## src/core/optg_pkg.sv

```systemverilog
package optg_pkg;

    // ------------------------------------------------------------------
    // Widths and FIFO depth
    // ------------------------------------------------------------------
    localparam int ADDR_W    = 12;
    localparam int DATA_W    = 32;
    localparam int PAT_W     = 20;
    localparam int LANE_W    = 32;
    localparam int NARROW_W  = 16;
    localparam int PAD_W     = 12;
    localparam int FIFO_DEPTH = 8;

    // ------------------------------------------------------------------
    // Register indices (byte address is four times the index)
    // ------------------------------------------------------------------
    localparam logic [ADDR_W-1:0] IDX_PATTERN_CONTROL = 12'h14a;
    localparam logic [ADDR_W-1:0] IDX_USER_LOW        = 12'h14b;
    localparam logic [ADDR_W-1:0] IDX_USER_MID        = 12'h14c;
    localparam logic [ADDR_W-1:0] IDX_USER_HIGH       = 12'h14d;
    localparam logic [ADDR_W-1:0] IDX_OUTPUT_WIDTH    = 12'h162;
    localparam logic [ADDR_W-1:0] IDX_STATUS          = 12'h170;

    // ------------------------------------------------------------------
    // Field positions and reset values
    // ------------------------------------------------------------------
    localparam int CTRL_TYPE_LSB   = 0;
    localparam int CTRL_TYPE_W     = 3;
    localparam int CTRL_CLKSEL_BIT = 4;
    localparam int WIDTH_SEL_BIT   = 1;
    localparam int USER_HIGH_W     = 4;
    localparam logic             RESET_CLKSEL = 1'b0;
    localparam logic [2:0]       RESET_TYPE   = 3'h0;
    localparam logic [PAT_W-1:0] RESET_USER   = 20'h00000;
    localparam logic             RESET_WIDE   = 1'b0;

    // ------------------------------------------------------------------
    // Types
    // ------------------------------------------------------------------
    typedef enum logic [2:0] {
        PAT_OFF         = 3'b000,
        PAT_RAMP_ONE    = 3'b001,
        PAT_RAMP_STEP   = 3'b010,
        PAT_UNUSED_A    = 3'b011,
        PAT_STATIC      = 3'b100,
        PAT_TOGGLE_INV  = 3'b101,
        PAT_TOGGLE_ZERO = 3'b110,
        PAT_UNUSED_B    = 3'b111
    } optg_pattern_type;

    typedef struct packed {
        logic             clkSel;
        optg_pattern_type patType;
        logic [PAT_W-1:0] userValue;
        logic             wideOut;
    } optg_cfg_type;

    typedef struct packed {
        logic [LANE_W-1:0] word;
        logic              isPattern;
    } optg_word_type;

endpackage

```

## src/core/optg_fifo.sv

```systemverilog
`timescale 1ns/1ps
module optg_fifo #(
    parameter int WIDTH = 33,
    parameter int DEPTH = 8
) (
    // Clock and reset
    input  wire logic             ref_clk,
    input  wire logic             sys_rst,
    // Fill side
    input  wire logic [WIDTH-1:0] inData,
    input  wire logic             inValid,
    output logic                  inReady,
    // Drain side
    output logic [WIDTH-1:0]      outData,
    output logic                  outValid,
    input  wire logic             outReady
);
    localparam int PW = (DEPTH > 1) ? $clog2(DEPTH) : 1;
    localparam int CW = $clog2(DEPTH + 1);

    logic [WIDTH-1:0] mem [DEPTH];
    logic [PW-1:0]    wrPtr;
    logic [PW-1:0]    rdPtr;
    logic [CW-1:0]    count;
    logic [CW-1:0]    next_count;
    wire              pushOk = inValid & inReady;
    wire              popOk  = outValid & outReady;

    assign next_count = count + CW'(pushOk) - CW'(popOk);
    assign outData    = mem[rdPtr];

    always_ff @(posedge ref_clk) begin
        if (pushOk) begin
            mem[wrPtr] <= inData;
        end
    end

    // Flags are registered from the next count, so full and empty are exact
    always_ff @(posedge ref_clk) begin
        if (sys_rst) begin
            wrPtr    <= '0;
            rdPtr    <= '0;
            count    <= '0;
            inReady  <= 1'b0;
            outValid <= 1'b0;
        end else begin
            wrPtr    <= pushOk ? PW'(wrPtr + PW'(1)) : wrPtr;
            rdPtr    <= popOk ? PW'(rdPtr + PW'(1)) : rdPtr;
            count    <= next_count;
            inReady  <= (next_count != CW'(DEPTH));
            outValid <= (next_count != '0);
        end
    end
endmodule // optg_fifo

```

## src/core/optg_engine.sv

```systemverilog
`timescale 1ns/1ps
module optg_engine (
    // Clock and reset
    input  wire logic                          ref_clk,
    input  wire logic                          sys_rst,
    // Configuration and step
    input  wire optg_pkg::optg_cfg_type        cfg,
    input  wire logic                          advance,
    // Pattern word
    output logic [optg_pkg::PAT_W-1:0]         patWord
);
    logic [optg_pkg::PAT_W-1:0]   acc;
    logic [optg_pkg::PAT_W-1:0]   next_acc;
    logic                         phase;
    optg_pkg::optg_pattern_type   lastType;
    logic [optg_pkg::PAT_W:0]     sumOne;
    logic [optg_pkg::PAT_W:0]     sumStep;
    wire                          restart = (cfg.patType != lastType);
    // A type change starts from zero in its very first cycle, even when
    // that cycle already pushes a word, so no word is sent twice
    wire [optg_pkg::PAT_W-1:0]    accNow   = restart ? '0 : acc;
    wire                          phaseNow = restart ? 1'b0 : phase;

    // Ramps drop the carry so they wrap at the 20-bit level
    assign sumOne  = {1'b0, accNow} + 21'h000001;
    assign sumStep = {1'b0, accNow} + {1'b0, cfg.userValue};

    always_comb begin
        next_acc = accNow;
        case (cfg.patType)
            optg_pkg::PAT_RAMP_ONE:  next_acc = sumOne[optg_pkg::PAT_W-1:0];
            optg_pkg::PAT_RAMP_STEP: next_acc = sumStep[optg_pkg::PAT_W-1:0];
            default:                 next_acc = accNow;
        endcase
    end

    // User value is read as step, static word or toggle operand
    always_comb begin
        case (cfg.patType)
            optg_pkg::PAT_RAMP_ONE:    patWord = accNow;
            optg_pkg::PAT_RAMP_STEP:   patWord = accNow;
            optg_pkg::PAT_STATIC:      patWord = cfg.userValue;
            optg_pkg::PAT_TOGGLE_INV:  patWord = phaseNow ? ~cfg.userValue
                                                          : cfg.userValue;
            optg_pkg::PAT_TOGGLE_ZERO: patWord = phaseNow ? '0
                                                          : cfg.userValue;
            default:                   patWord = '0;
        endcase
    end

    always_ff @(posedge ref_clk) begin
        if (sys_rst) begin
            acc      <= '0;
            phase    <= 1'b0;
            lastType <= optg_pkg::PAT_OFF;
        end else begin
            lastType <= cfg.patType;
            acc      <= advance ? next_acc : accNow;
            phase    <= advance ? ~phaseNow : phaseNow;
        end
    end
endmodule // optg_engine

```

## src/core/optg_top.sv

```systemverilog
`timescale 1ns/1ps
module optg_top (
    // Clock and reset
    input  wire logic                        ref_clk,
    input  wire logic                        sys_rst,
    // APB slave
    input  wire logic                        psel,
    input  wire logic                        penable,
    input  wire logic                        pwrite,
    input  wire logic [optg_pkg::ADDR_W-1:0] paddr,
    input  wire logic [optg_pkg::DATA_W-1:0] pwdata,
    output logic [optg_pkg::DATA_W-1:0]      prdata,
    output logic                             pready,
    output logic                             pslverr,
    // Pattern clock sources
    input  wire logic                        sampleTick,
    input  wire logic                        decimTick,
    // Converted data in
    input  wire logic [optg_pkg::LANE_W-1:0] convWord,
    input  wire logic                        convValid,
    output logic                             convReady,
    // Output lanes
    output logic [optg_pkg::LANE_W-1:0]      laneWord,
    output logic                             lanePattern,
    output logic                             laneValid,
    input  wire logic                        laneReady,
    // Status
    output logic                             genActive
);
    // ------------------------------------------------------------------
    // Configuration registers and internal signals
    // ------------------------------------------------------------------
    optg_pkg::optg_cfg_type         cfg;
    logic [optg_pkg::PAT_W-1:0]     patWord;
    optg_pkg::optg_word_type        fifoInData;
    optg_pkg::optg_word_type        fifoOutData;
    logic                           fifoInReady;
    logic                           fifoOutValid;
    logic [optg_pkg::LANE_W-1:0]    fmtWord;
    logic [optg_pkg::DATA_W-1:0]    readMux;

    // ------------------------------------------------------------------
    // APB decode
    // ------------------------------------------------------------------
    wire [optg_pkg::ADDR_W-1:0] addrCtrl  =
        {optg_pkg::IDX_PATTERN_CONTROL[optg_pkg::ADDR_W-3:0], 2'b00};
    wire [optg_pkg::ADDR_W-1:0] addrLow   =
        {optg_pkg::IDX_USER_LOW[optg_pkg::ADDR_W-3:0], 2'b00};
    wire [optg_pkg::ADDR_W-1:0] addrMid   =
        {optg_pkg::IDX_USER_MID[optg_pkg::ADDR_W-3:0], 2'b00};
    wire [optg_pkg::ADDR_W-1:0] addrHigh  =
        {optg_pkg::IDX_USER_HIGH[optg_pkg::ADDR_W-3:0], 2'b00};
    wire [optg_pkg::ADDR_W-1:0] addrWidth =
        {optg_pkg::IDX_OUTPUT_WIDTH[optg_pkg::ADDR_W-3:0], 2'b00};
    wire [optg_pkg::ADDR_W-1:0] addrStat  =
        {optg_pkg::IDX_STATUS[optg_pkg::ADDR_W-3:0], 2'b00};

    wire hitCtrl    = (paddr == addrCtrl);
    wire hitLow     = (paddr == addrLow);
    wire hitMid     = (paddr == addrMid);
    wire hitHigh    = (paddr == addrHigh);
    wire hitWidth   = (paddr == addrWidth);
    wire hitStat    = (paddr == addrStat);
    wire hitRw      = hitCtrl | hitLow | hitMid | hitHigh | hitWidth;
    wire hitAny     = hitRw | hitStat;
    // One wait state: the answer is registered in the first access cycle
    wire accessWait = psel & penable & ~pready;
    wire xferDone   = psel & penable & pready;
    wire writeTake  = xferDone & pwrite & ~pslverr;
    wire badAccess  = ~hitAny | (pwrite & hitStat);

    // ------------------------------------------------------------------
    // Read mux
    // ------------------------------------------------------------------
    wire [7:0] ctrlByte = {3'h0, cfg.clkSel, 1'b0, cfg.patType};
    wire [7:0] highByte = {4'h0, cfg.userValue[19:16]};

    always_comb begin
        readMux = '0;
        if (hitCtrl) begin
            readMux = {24'h000000, ctrlByte};
        end else if (hitLow) begin
            readMux = {24'h000000, cfg.userValue[7:0]};
        end else if (hitMid) begin
            readMux = {24'h000000, cfg.userValue[15:8]};
        end else if (hitHigh) begin
            readMux = {24'h000000, highByte};
        end else if (hitWidth) begin
            readMux = {30'h00000000, cfg.wideOut, 1'b0};
        end else if (hitStat) begin
            readMux = {11'h000, patWord, genActive};
        end
    end

    always_ff @(posedge ref_clk) begin
        if (sys_rst) begin
            pready  <= 1'b0;
            pslverr <= 1'b0;
            prdata  <= '0;
        end else begin
            pready  <= accessWait;
            pslverr <= accessWait & badAccess;
            prdata  <= (accessWait & ~pwrite) ? readMux : '0;
        end
    end

    // Reserved bits are not stored and read back as zero
    always_ff @(posedge ref_clk) begin
        if (sys_rst) begin
            cfg.clkSel    <= optg_pkg::RESET_CLKSEL;
            cfg.patType   <= optg_pkg::optg_pattern_type'(
                                 optg_pkg::RESET_TYPE);
            cfg.userValue <= optg_pkg::RESET_USER;
            cfg.wideOut   <= optg_pkg::RESET_WIDE;
        end else if (writeTake) begin
            if (hitCtrl) begin
                cfg.clkSel  <= pwdata[optg_pkg::CTRL_CLKSEL_BIT];
                cfg.patType <= optg_pkg::optg_pattern_type'(
                    pwdata[optg_pkg::CTRL_TYPE_LSB +:
                           optg_pkg::CTRL_TYPE_W]);
            end
            if (hitLow) begin
                cfg.userValue[7:0]   <= pwdata[7:0];
            end
            if (hitMid) begin
                cfg.userValue[15:8]  <= pwdata[7:0];
            end
            if (hitHigh) begin
                cfg.userValue[19:16] <=
                    pwdata[optg_pkg::USER_HIGH_W-1:0];
            end
            if (hitWidth) begin
                cfg.wideOut <= pwdata[optg_pkg::WIDTH_SEL_BIT];
            end
        end
    end

    // ------------------------------------------------------------------
    // Pattern source and formatting
    // ------------------------------------------------------------------
    wire genOn   = (cfg.patType != optg_pkg::PAT_OFF);
    wire patTick = cfg.clkSel ? decimTick : sampleTick;
    // The generator stalls while the FIFO is full, so no word is skipped
    wire advance = genOn & patTick & fifoInReady;

    optg_engine u_engine (
        .ref_clk (ref_clk),
        .sys_rst (sys_rst),
        .cfg     (cfg),
        .advance (advance),
        .patWord (patWord)
    );

    assign fmtWord = cfg.wideOut
        ? {patWord, {optg_pkg::PAD_W{1'b0}}}
        : {16'h0000, patWord[optg_pkg::PAT_W-1 -:
                             optg_pkg::NARROW_W]};

    // Converted samples are consumed and replaced while a pattern runs
    assign fifoInData.word      = genOn ? fmtWord : convWord;
    assign fifoInData.isPattern = genOn;
    wire   fifoInValid          = genOn ? patTick : convValid;
    wire   fifoOutReady         = ~laneValid | laneReady;

    optg_fifo #(
        .WIDTH ($bits(optg_pkg::optg_word_type)),
        .DEPTH (optg_pkg::FIFO_DEPTH)
    ) u_fifo (
        .ref_clk  (ref_clk),
        .sys_rst  (sys_rst),
        .inData   (fifoInData),
        .inValid  (fifoInValid),
        .inReady  (fifoInReady),
        .outData  (fifoOutData),
        .outValid (fifoOutValid),
        .outReady (fifoOutReady)
    );

    assign convReady = fifoInReady;

    // ------------------------------------------------------------------
    // Output stage
    // ------------------------------------------------------------------
    always_ff @(posedge ref_clk) begin
        if (sys_rst) begin
            laneValid   <= 1'b0;
            laneWord    <= '0;
            lanePattern <= 1'b0;
            genActive   <= 1'b0;
        end else begin
            genActive <= genOn;
            if (fifoOutReady) begin
                laneValid   <= fifoOutValid;
                laneWord    <= fifoOutData.word;
                lanePattern <= fifoOutData.isPattern;
            end
        end
    end
endmodule // optg_top

```

## config.mk

```make
export PLATFORM = sky130hd
export DESIGN_NAME = optg_top
export DESIGN_NICKNAME = d
export VERILOG_FILES = /design/src/core/optg_pkg.sv /design/src/core/optg_fifo.sv /design/src/core/optg_engine.sv /design/src/core/optg_top.sv
export SDC_FILE = /design/constraint.sdc
export NUM_CORES = 1
export LEC_CHECK = 0
export BUFFER_PORTS_ARGS = -buffer_cell sky130_fd_sc_hd__buf_2
export CORE_AREA = 5 5 181 183
export CTS_CLUSTER_DIAMETER = 200
export DETAILED_ROUTE_END_ITERATION = 8
export DIE_AREA = 0 0 186 188
export PLACE_DENSITY = 0.76
export SYNTH_ARGS = -nofsm -noshare
export SYNTH_HDL_FRONTEND = slang
export SYNTH_SLANG_ARGS = --single-unit
```

## constraint.sdc

```tcl
create_clock -name ref_clk -period 9.05 [get_ports ref_clk]
set_clock_uncertainty 0.2 [all_clocks]
set_input_delay 1.81 -clock ref_clk [delete_from_list [all_inputs] [get_ports ref_clk]]
set_output_delay 1.81 -clock ref_clk [all_outputs]
set_load 0.1 [all_outputs]
```

After elaboration in Yosys (flattened, before gate mapping)
Memory sizes are Yosys's and may differ from the RTL's. A register that Yosys moved wholly into a read port is not among the register bits.
Index checks and enable logic that the tools add are counted.
{"block": "word_totals", "ram_bits": 264, "inputBits": 85, "n_memories": 1, "register_bits": 97}
{"block": "classes", "reduce_logical": 12, "bitwise": 28, "addsub": 6, "eq_ne": 13, "n_mux": 20}
{"name": "u_fifo.mem", "words": 8, "word_bits": 33, "rd": 1, "rd_ports_with_merged_regs": 1, "wr": 1, "line_no": "optg_fifo.sv:21", "text": "logic [WIDTH-1:0] mem [DEPTH];"}
{"op": "20-bit two-way mux", "n": 4}
{"op": "20-bit one-hot mux with 4 select lines", "n": 1}
{"op": "12-bit by 11-bit == test with 1-bit output (second input constant)", "n": 6}
{"op": "32-bit two-way mux", "n": 2}
{"op": "8-bit two-way mux", "n": 5}
{"op": "20-bit one-hot mux with 2 select lines", "n": 1}
{"op": "20-bit by 1-bit adder with 20-bit output (second input constant)", "n": 1}
{"op": "20-bit adder", "n": 1}
{"op": "20-bit NOT", "n": 1}
{"op": "1-bit AND", "n": 12}
{"op": "2-bit AND reduction", "n": 5}
{"op": "3-bit == test (second input constant)", "n": 3}
{"op": "1-bit NOT", "n": 8}
{"op": "8-bit OR reduction", "n": 1}
{"op": "1-bit OR", "n": 7}
{"op": "7-bit OR reduction", "n": 1}
{"op": "3-bit by 1-bit adder with 3-bit output (second input constant)", "n": 2}
{"op": "1-bit two-way mux", "n": 6}
{"op": "5-bit two-way mux", "n": 1}
{"op": "4-bit by 1-bit adder with 4-bit output", "n": 1}
{"op": "4-bit != test (second input constant)", "n": 1}
{"op": "4-bit nonzero test", "n": 1}
{"op": "2-bit OR reduction", "n": 2}
{"op": "4-bit by 1-bit subtractor with 4-bit output", "n": 1}
{"op": "other kinds (5)", "n": 5}

Longest topological paths before layout
Gate-level depths: netlist (run 1).
{"block": "depth", "depth_word": 10, "depth_mapped": 16, "mapped_depth_nobuf": 13}

Modules after synthesis
From an unflattened synthesis (run 1), not the netlist that was laid out.
{"block": "hier_totals", "cells_unflattened": 1356, "hier_area_um2": 17651.9}
{"mod": "optg_fifo", "area_each_um2": 10627.7, "cells_per_inst": 459, "n_inst": 1}
{"mod": "optg_top", "area_each_um2": 4022.6, "cells_per_inst": 519, "n_inst": 1}
{"mod": "optg_engine", "area_each_um2": 3001.6, "cells_per_inst": 378, "n_inst": 1}

Least setup slack after synthesis (run 1)
Ideal clock, no wire load.
{"block": "synth_timing", "kind": "in2reg", "from": "input port decimTick", "to": "memory u_fifo.mem[0][0], enable pin", "n_path_buf": 1, "required_ns": 8.344, "setup_slack_ns": 2.796, "stages": 5, "arrival_ns": 5.548, "path_cell_list": "mux2_2 -> nand3_1 -> and2_1 -> clkbuf_1 -> nor4_1"}
{"block": "synth_via", "elab_chain_cells": 5}
{"item": "start, declared", "line_no": "optg_top.sv:17", "text": "input wire logic decimTick,"}
{"item": "1-bit two-way mux", "line_no": "optg_top.sv:142", "text": "wire patTick = cfg.clkSel ? decimTick : sampleTick;"}
{"item": "1-bit two-way mux", "line_no": "optg_top.sv:162", "text": "wire fifoInValid = genOn ? patTick : convValid;"}
{"item": "1-bit AND", "line_no": "optg_fifo.sv:26", "text": "wire pushOk = inValid & inReady;"}
{"item": "1-bit two-way mux", "line_no": "optg_fifo.sv:33", "text": "if (pushOk) begin"}
{"item": "1-bit two-way mux (not written as such)", "line_no": "optg_fifo.sv:34", "text": "mem[wrPtr] <= inData;"}
{"item": "end, declared", "line_no": "optg_fifo.sv:21"}
No other way between the ends.

==> run_results.csv, run 1 <==
group,metric,value,unit
layout,drive_gt1_share,21.5,%
cts,clock_latency,520,ps
synthesis,synth_cells,1272,
setup_path,cp_slowest_cell,"a22oi_1",
pwr,vdd_drop_max,0.142,mV
pwr,power_frac_comb,23.1,%
timing,post-route-period-util,48.3,%
setup_path,r2r-end,"u_fifo.mem[5][4]",
floorplanning,die_height,188,um
timing,tightest_slew,1080,ps
setup_path,cp.arrival,4290,ps
grt,antenna_found_initial,0,
grt,grt_usage,23.6,%
setup_path,critPathBufInv,1,
synthesis,synthTopCellsByCount,"264 x edfxtp_1, 119 x dfxtp_1, 102 x nand2_1, 98 x nor2_1, 67 x mux2i_1",
grt,grt_pass1_wl,64.0,mm
setup_path,critical-path-top-delay-family,"compound AO/OA/AOI/OAI gates",
setup_path,cpPeakStageDelay,690,ps
detailed_routing,route.detailed.drc,6,
setup_path,regToRegStartpoint,"cfg[21]",
cts,post_cts_resized,0,
hold_path,hold_depth,2,
setup_path,r2r_slack,4680,ps
cts,clkTransAtPathRegs,60,ps
layout,area_growth,13.3,%
status,outcome,"finished, violations left",
timing,max_freq,229,MHz
layout,fin_util,62.2,%
cts,cts_setup_buffers,0,
synthesis,synth_seq_area_share,60.5,%
cts,clk_path_buf_depth,3,
setup_path,critical_path.startpoint_type,"flop",
synthesis,ys_ff_latch,383,
pwr,p_sw,1.48,mW
synthesis,netlist.area_leader.share,46.5,%
timing,grt_setup_unrepaired,"no",
pwr,clockPowerShare,33.7,%
pwr,p_leak,6.75,nW
hold_path,hold_start,"u_fifo.outValid",
synthesis,synth.most_common_cell,"edfxtp_1",
pwr,p_per_area,248,nW/um^2
floorplanning,ios,155,
synthesis,synth.avg_cell_area,13.4,um^2
detailed_routing,viasPerCell,6.19,
grt,grt_pass1_vias,11044,
timing,hold_viol_final,0,
floorplanning,coreArea,31100,um^2
floorplanning,die-area,35000,um^2
cts,cts_buffers,40,
setup_path,end_kind,"flop",
cts,htreeDepth,2,
hold_path,holdCritPathClass,"flop to flop",
synthesis,synth_edf_count,264,
floorplanning,fp.dieW,186,um
setup_path,rr_worst_depth,9,
placement,hpwl,25.7,mm
timing,min_period,4370,ps
cts,cts_root_buffer,"clkbuf_16",
floorplanning,num_rows,65,
grt,overflow,0,
detailed_routing,ant_nets,0,
layout,num-nets-final,1502,
detailed_routing,wl,41.7,mm
setup_path,crit_chain,"xnor2_1 > and3_1 > buf_4 > nand2_1 > ha_1 > mux2i_1 > o22ai_1 > a22oi_1 > o21ai_0",
placement,gp_congestion,0.870,
timing,max_slew_margin,27.7,%
pwr,p_sw_share,31.0,%
timing,setup_violations,0,
synthesis,synth_top_cell_by_area,"edfxtp_1",
detailed_routing,wl_per_cell,23.0,um
setup_path,critical_path_required,8960,ps
cts,cts.sinks,383,
synthesis,ys_dominant_reg_cell,"edfxtp_1",
floorplanning,start_util,54.9,%
detailed_routing,drt_iter0_markers,1271,
synthesis,synth-async-reset-ratio,0,%
detailed_routing,num_vias,11188,
setup_path,path_max_fanout,25,
synthesis,synth_cell_types,75,
timing,finalMaxSlewViolations,0,
hold_path,hold_end,"laneValid",
pwr,intPower,3.31,mW
synthesis,yosys_warnings,0,
detailed_routing,drt-pass1-iter-count,9,
grt,grt_max_degree,69,
synthesis,synth_area_leaders,"edfxtp_1 46%, dfxtp_1 14%, mux4_2 8.7%",
cts,cts_hold_buf,0,
cts,cts_tree,"built",
timing,tns,0,ps
synthesis,syn_area,17100,um^2
flow_run,cap_viol_max_count,0,
placement,portBuffers,119,
setup_path,critPathKind,"flop to flop",
status,violations,"DRC",
pwr,seq_power_share,43.2,%
==> layer usage <==
metal | GRT usage, % | vias to the layer above | share of wire (%)
li1 | - | 5030 | -
met4 | 5.66 | 0 | 2.3
met5 | 0 | - | 0
met2 | 39.0 | 545 | 49
met1 | 32.8 | 5546 | 40
met3 | 4.15 | 67 | 8.7
==> kinds of logic (layout without fill, tap and decap cells) <==
| logic type | Yosys count | in the layout | share of synthesized area, % |
|---|---|---|---|
| compound gates | 231 | 231 | 9.55 |
| xor+xnor | 28 | 28 | 1.48 |
| fa+ha+maj | 44 | 44 | 3.27 |
| buf+inv | 111 | 234 | 2.81 |
| flops | 383 | 383 | 60.5 |
| mux | 134 | 134 | 12.7 |
| other cells | 1 | 12 | 0.0220 |
| simple gates | 340 | 340 | 9.69 |
==> power by group through the flow <==
stage	logic [mW]	clock network, mW	registers (mW)
2_1_floorplan	0.559	0	2.45
3_3_place_gp	1.09	0	2.10
3_5_place_dp	1.11	0	2.11
4_1_cts	1.12	1.64	2.07
5_1_grt	1.18	1.72	2.08
6_report	1.10	1.62	2.07
==> worst reg2reg max path, stage by stage, from the launching register on <==
cell and delay, ps:
dfxtp_1 320, xnor2_1 440, and3_1 220, buf_4 280, nand2_1 600, ha_1 450, mux2i_1 130, o22ai_1 100
a22oi_1 690, o21ai_0 520
==> placed cells by master (no fill, tap or decap), types with 5 or more instances in the layout <==
cell type  Yosys  layout
a211oi_1      36      36
a21o_1        13      13
a21oi_1       51      50
a22o_1         9       9
a22oi_1       21      21
and2_1        35      35
and3_1         7       7
buf_2          8     118
buf_4         12      22
clkbuf_1      61      14
clkbuf_16      0      40
clkinv_2       0       6
conb_1         1      11
dfxtp_1      119     116
edfxtp_1     264     264
ha_1          42      42
inv_1         21      21
mux2i_1       67      67
mux4_2        66      66
nand2_1      102     102
nand2b_1      13      12
nand3_1       29      29
nor2_1        98      95
nor2b_1       12      12
nor3_1        16      11
nor3_2         1       5
o21ai_0       34      34
o22ai_1       24      24
xnor2_1       19      19
xor2_1         8       8
==> cell type report <==
class	count	area, um^2
fill	2336	11800
sequential	383	10300
multi-input combinational	788	6360
clock buffer	56	1080
timing repair buffer	140	756
tap	402	503
clock inverter	17	214
inverter	21	78.8
antenna	1	2.50
==> how the worst max path moves through the flow <==
| stage | start | to | slack (ps) | depth (start not counted) |
|---|---|---|---|---|
| after global placement | laneReady | u_fifo.outValid | 4470 | 13 |
| after floorplan | decimTick | u_fifo.mem[0][0] | 2800 | 5 |
| after global routing | cfg[21] | u_fifo.mem[6][11] | 4550 | 9 |
| after detailed placement | laneReady | u_fifo.outValid | 4420 | 13 |
| after CTS | cfg[21] | u_fifo.mem[5][4] | 4810 | 9 |
| final | cfg[21] | u_fifo.mem[5][4] | 4680 | 9 |
==> sequential cells by signal, summed over array words and instances, names as in the netlist <==
signal             flops
cfg                   25
genActive              1
lanePattern            1
laneValid              1
laneWord              32
prdata                21
pready                 1
pslverr                1
u_engine.acc          20
u_engine.lastType      3
u_engine.phase         1
u_fifo.count           4
u_fifo.inReady         1
u_fifo.mem           264
u_fifo.outValid        1
u_fifo.rdPtr           3
u_fifo.wrPtr           3
==> metrics by stage <==
| stage | setup WS, ps | area [um^2] | power, mW | instances | hold slack, ps |
|---|---|---|---|---|---|
| after floorplan | 2800 | 17100 | 3.01 | 1282 | 226 |
| after global routing | 4550 | 19300 | 4.98 | 1807 | 287 |
| after global placement | 4470 | 18000 | 3.19 | 1734 | 237 |
| after CTS | 4810 | 19300 | 4.83 | 1807 | 250 |
| after detailed placement | 4420 | 18000 | 3.21 | 1734 | 248 |
| final | 4680 | 19300 | 4.79 | 1808 | 252 |
No activity file was read; power rests on OpenSTA's default activity.
==> run 2, diff against run 1 <==
Clock period 9.05 ns to 4.46 ns, I/O delays scaled along.
==> run 2 against run 1 <==
The flow now finishes without violations. First-iteration DRC count decreased by 16%. Clock power increased by 99%. Total power increased by 100%. Die area unchanged. Clock-buffer cell count decreased by 10. Sequential share of layout area decreased by 0.31 points. Highest routed layer unchanged. Maximum frequency increased by 7.0%.
==> run_results.csv, run 2 (synthesis results as in run 1) <==
group,metric,value,unit
floorplanning,die_height,188,um
status,outcome,"finished, final reports clean",
flow_run,cap_viol_max_count,0,
placement,hpwl,26.3,mm
setup_path,end_kind,"flop",
timing,max_freq,245,MHz
timing,max_slew_margin,30.7,%
detailed_routing,wl_per_cell,22.9,um
floorplanning,start_util,54.9,%
hold_path,hold_start,"u_fifo.outValid",
pwr,vdd_drop_max,0.326,mV
layout,layout_common_cells,"264 x edfxtp_1, 118 x buf_2, 116 x dfxtp_1",
timing,post-route-period-util,91.6,%
layout,drive_gt1_share,22.0,%
placement,gp_congestion,0.858,
setup_path,cp_slowest_cell,"a22oi_1",
grt,antenna_found_initial,0,
detailed_routing,ant_nets,0,
cts,htreeDepth,2,
detailed_routing,route.detailed.drc,0,
timing,setup_violations,0,
detailed_routing,dr_wl_met3,3.84,mm
layout,largest_reg_flops,264,
timing,grt_setup_unrepaired,"no",
detailed_routing,drt_iter0_markers,1069,
floorplanning,fp.dieW,186,um
floorplanning,coreArea,31100,um^2
floorplanning,ios,155,
detailed_routing,highest_layer,"met4",
layout,num-nets-final,1510,
hold_path,hold_depth,2,
pwr,p_total,9.70,mW
setup_path,r2r-end,"u_fifo.mem[6][8]",
grt,grt_max_degree,68,
floorplanning,die-area,35000,um^2
setup_path,regToRegStartpoint,"cfg[21]",
timing,layout_setup_ws,374,ps
pwr,p_per_area,499,nW/um^2
pwr,p_leak,6.80,nW
timing,hold_viol_final,0,
timing,tightest_slew,1030,ps
detailed_routing,num_vias,11147,
cts,cts_buffers,39,
setup_path,cp.arrival,4040,ps
detailed_routing,viasPerCell,6.14,
layout,area_growth,14.0,%
timing,min_period,4090,ps
cts,cts.sinks,383,
cts,cts_tree,"built",
placement,dpl_worst_slack,512,ps
grt,grt_pass1_wl,63.5,mm
detailed_routing,drt-met1-wl,16.2,mm
cts,post_cts_resized,0,
detailed_routing,wl,41.6,mm
layout,top_regs,"u_fifo.mem x264, laneWord x32, cfg x25",
placement,portBuffers,119,
hold_path,hold_end,"laneValid",
grt,grt_usage,23.6,%
setup_path,critPathKind,"flop to flop",
cts,cts_hold_buf,0,
setup_path,critical_path.startpoint_type,"flop",
hold_path,holdCritPathClass,"flop to flop",
timing,finalMaxSlewViolations,0,
cts,clk_path_buf_depth,3,
detailed_routing,met2_wirelength,20.6,mm
grt,overflow,0,
setup_path,crit_chain,"xnor2_1 > and3_1 > buf_4 > nand2_1 > ha_1 > mux2i_1 > o22ai_1 > a22oi_1 > o21ai_0",
floorplanning,num_rows,65,
setup_path,cpPeakStageDelay,720,ps
layout,regMostFlops,"u_fifo.mem",
cts,cts_setup_buffers,0,
grt,grt_pass1_vias,10737,
cts,clock_latency,530,ps
setup_path,r2r_slack,370,ps
setup_path,rr_worst_depth,9,
detailed_routing,drt-pass1-iter-count,7,
cts,cts_root_buffer,"clkbuf_16",
setup_path,critical_path_required,4420,ps
cts,clkTransAtPathRegs,60,ps
setup_path,path_max_fanout,21,
layout,fin_util,62.5,%
layout,mostFrequentLayoutCell,"edfxtp_1",
[run 2: cell types whose count changed in the layout (fill, tap and decap cells not counted), sizes merged]
cell,change
clkbuf,-10
buf,+9
clkinv,+9
inv,-1
[run 2: critical path, delay by kind of cell, from the launching register on]
kind | cells | cell delay, ps
AOI/OAI and AO/OA | 3 | 1290
and+or+nand+nor | 2 | 770
adders and majority gates | 1 | 420
xor gates and xnor gates | 1 | 370
DFF | 1 | 310
buffers and inverters | 1 | 200
muxes | 1 | 140
[run 2: how the worst max path moves through the flow]
stage	from	end	slack (ps)	cells after the start
2_1_floorplan	u_fifo.inReady	u_fifo.mem[2][0]	-50	4
3_3_place_gp	cfg[21]	u_fifo.mem[2][8]	590	9
3_5_place_dp	cfg[21]	u_fifo.mem[2][24]	510	9
4_1_cts	cfg[21]	u_fifo.mem[6][8]	520	9
5_1_grt	cfg[23]	u_fifo.mem[6][11]	160	9
6_report	cfg[21]	u_fifo.mem[6][8]	370	9
[run 2: layout make-up]
class                           instances  area [um^2]
Multi-Input combinational cell        788         6380
Fill cell                            2276        11600
Clock buffer                           46         1010
Inverter                               21         78.8
Clock inverter                         25          254
Sequential cell                       383        10300
Antenna cell                            1         2.50
Tap cell                              402          503
Timing Repair Buffer                  149          886
[run 2: per-layer routing]
layer | vias up | global-route usage (%)
li1 | 5042 | -
met1 | 5511 | 32.9
met2 | 524 | 38.7
met3 | 70 | 4.40
met4 | 0 | 5.75
met5 | - | 0
[run 2: report_power, final]
| part | leakage [nW] | switching [mW] | total, mW | internal [mW] |
|---|---|---|---|---|
| Clock | 0.619 | 1.36 | 3.23 | 1.87 |
| Sequential | 3.35 | 0.237 | 4.28 | 4.04 |
| Combinational | 2.83 | 1.45 | 2.20 | 0.746 |
[run 2: metrics by stage]
stage	std cells	TNS, ps	instance area, um^2	hold slack [ps]
2_1_floorplan	1282	-4830	17100	226
3_3_place_gp	1743	0	18200	233
3_5_place_dp	1743	0	18200	247
4_1_cts	1814	0	19400	256
5_1_grt	1814	0	19400	284
6_report	1815	0	19400	252
==> run 3, diff against run 2 <==
Settings changed: ABC_AREA set to 1, CORE_AREA 5 5 181 183 to 5 5 183 185, DIE_AREA 0 0 186 188 to 0 0 188 190.
==> run 3 against run 2 <==
Hold slack improved by 20 ps. Sequential share of layout area decreased by 1.2 points. Wire length increased by 12%. Die area increased by 2.2%. Flip-flop and latch count unchanged. Setup slack improved by 640 ps.
==> run_results.csv, run 3 <==
group,metric,value,unit
status,outcome,"finished, final reports clean",
layout,stdcell_area,19900,um^2
cts,post_cts_resized,0,
layout,area_growth,14.1,%
grt,grt_usage,25.7,%
detailed_routing,viasPerCell,5.77,
timing,tightest_slew,1100,ps
layout,fin_util,62.4,%
pwr,p_sw,3.63,mW
floorplanning,die-area,35700,um^2
floorplanning,die_height,190,um
grt,grt_pass1_vias,13552,
detailed_routing,wl,46.8,mm
layout,nFillCells,2586,
grt,grt_pass1_wl,72.5,mm
pwr,p_sw_share,35.1,%
layout,stdcell_count,2386,
cts,cts_tree,"built",
timing,tns,0,ps
timing,finalMaxSlewViolations,0,
timing,post-route-period-util,77.3,%
pwr,vdd_drop_max,0.273,mV
floorplanning,ios,155,
pwr,p_per_area,519,nW/um^2
detailed_routing,ant_nets,0,
synthesis,synth.most_common_cell,"nand2_1",
layout,drive_gt1_share,13.9,%
pwr,clockPowerShare,31.8,%
layout,mostFrequentLayoutCell,"nand2_1",
synthesis,ys_dominant_reg_cell,"edfxtp_1",
detailed_routing,wl_per_cell,19.6,um
detailed_routing,route.detailed.drc,0,
placement,placed_cell_area,18600,um^2
timing,min_period,3450,ps
layout,num-nets-final,2076,
cts,htreeDepth,2,
hold_path,holdCritPathClass,"flop to flop",
timing,hold_viol_final,0,
cts,clock_latency,530,ps
synthesis,synth_cell_types,51,
pwr,seq_power_share,41.3,%
synthesis,yosys_warnings,0,
synthesis,netlist.area_leader.share,45.5,%
synthesis,synthTopCellsByCount,"376 x nand2_1, 264 x edfxtp_1, 197 x inv_1, 182 x nor2_1, 139 x o21ai_0",
timing,setup_violations,0,
layout,insertedDiodeCount,0,
setup_path,path_max_fanout,14,
detailed_routing,drt-pass1-iter-count,5,
cts,clk_path_buf_depth,3,
placement,hpwl,30.1,mm
pwr,intPower,6.69,mW
detailed_routing,drt_iter0_markers,1386,
synthesis,synth_top_cell_by_area,"edfxtp_1",
grt,grt_max_degree,76,
grt,antenna_found_initial,1,
placement,gp_congestion,0.954,
floorplanning,fp.dieW,188,um
synthesis,synth_edf_count,264,
placement,portBuffers,119,
cts,cts_setup_buffers,0,
synthesis,synth_cells,1831,
layout,largest_reg_flops,264,
setup_path,critPathKind,"flop to flop",
detailed_routing,num_vias,13762,
setup_path,critical_path_required,4480,ps
synthesis,synth_seq_area_share,59.2,%
layout,regMostFlops,"u_fifo.mem",
cts,cts.sinks,383,
cts,clkTransAtPathRegs,60,ps
synthesis,synth_area_leaders,"edfxtp_1 46%, dfxtp_1 14%, nand2_1 8.1%",
layout,top_regs,"u_fifo.mem x264, laneWord x32, cfg x25",
grt,overflow,0,
timing,max_freq,290,MHz
floorplanning,coreArea,31900,um^2
setup_path,critical_path.startpoint_type,"flop",
cts,cts_buffers,40,
pwr,power_frac_comb,26.9,%
layout,layout_common_cells,"376 x nand2_1, 264 x edfxtp_1, 194 x inv_1",
floorplanning,start_util,54.7,%
synthesis,syn_area,17400,um^2
setup_path,cp.arrival,3460,ps
setup_path,end_kind,"flop",
cts,cts_hold_buf,0,
floorplanning,num_rows,66,
synthesis,synth.avg_cell_area,9.51,um^2
timing,max_slew_margin,26.7,%
cts,cts_root_buffer,"clkbuf_16",
synthesis,ys_ff_latch,383,
synthesis,synth-async-reset-ratio,0,%
pwr,p_leak,8.02,nW
placement,placed_cells,2314,
timing,grt_setup_unrepaired,"no",
flow_run,cap_viol_max_count,0,
run 3: cell families (layout without fill, tap and decap cells):
group	count (synthesis)	after routing	synth area share, %
mux	1	1	0.0575
other cells	1	11	0.0215
flops	383	383	59.2
fa+ha+maj	43	43	3.13
simple gates	715	715	17.2
buf+inv	306	443	6.95
compound gates	369	369	12.8
xor+xnor	13	13	0.654
run 3: worst paths after layout:
path,from,to,slack (ps),cells after the start
max,cfg[22],u_fifo.mem[0][7],1010,14
min,u_fifo.outValid,laneValid,270,2
max reg2reg,cfg[22],u_fifo.mem[0][7],1010,14
min reg2reg,u_fifo.outValid,laneValid,270,2
run 3: routing by layer:
metal  vias up  share of wire (%)  track usage (%)  routed length [um]
met5         -              0.028                0                  13
met4         2                4.9             12.4                2270
met3       134                7.7             3.49                3590
met2       640                 49             44.6               23000
met1      6492                 38             31.8               17900
li1       6494                  -                -                   -
run 3: metrics by stage:
step	total power [mW]	setup WS (ps)	hold WS, ps
after CTS	10.4	1040	272
after global routing	10.8	663	303
after detailed placement	7.09	1060	265
after global placement	7.02	1120	261
final	10.3	1010	272
after floorplan	6.44	860	236
run 3: power by group through the flow:
stage	sequential, mW	combinational (mW)	clock [mW]
3_5_place_dp	4.33	2.76	0
6_report	4.26	2.77	3.29
3_3_place_gp	4.32	2.70	0
2_1_floorplan	5.14	1.30	0
4_1_cts	4.26	2.78	3.32
5_1_grt	4.29	3.01	3.47
run 3: final cells by class:
class	count	area, um^2	share of cell area (%)
Sequential cell	383	10300	51.9
Multi-Input combinational cell	1152	6010	30.2
Clock buffer	56	1100	5.54
Timing Repair Buffer	169	983	4.95
Inverter	202	759	3.82
Tap cell	408	510	2.57
Clock inverter	16	199	1.00
run 3: worst max-delay path, cell delays in order, from the launching register on:
cell and delay, ps:
dfxtp_1 470, inv_2 120, nand2_1 90, nand2_2 90, nor2_8 210, nand2_1 170, clkinv_1 170, nand2_1 90
buf_4 210, ha_1 290, nor2_1 100, a21oi_1 60, nand3_1 180, inv_1 70, o21ai_0 620
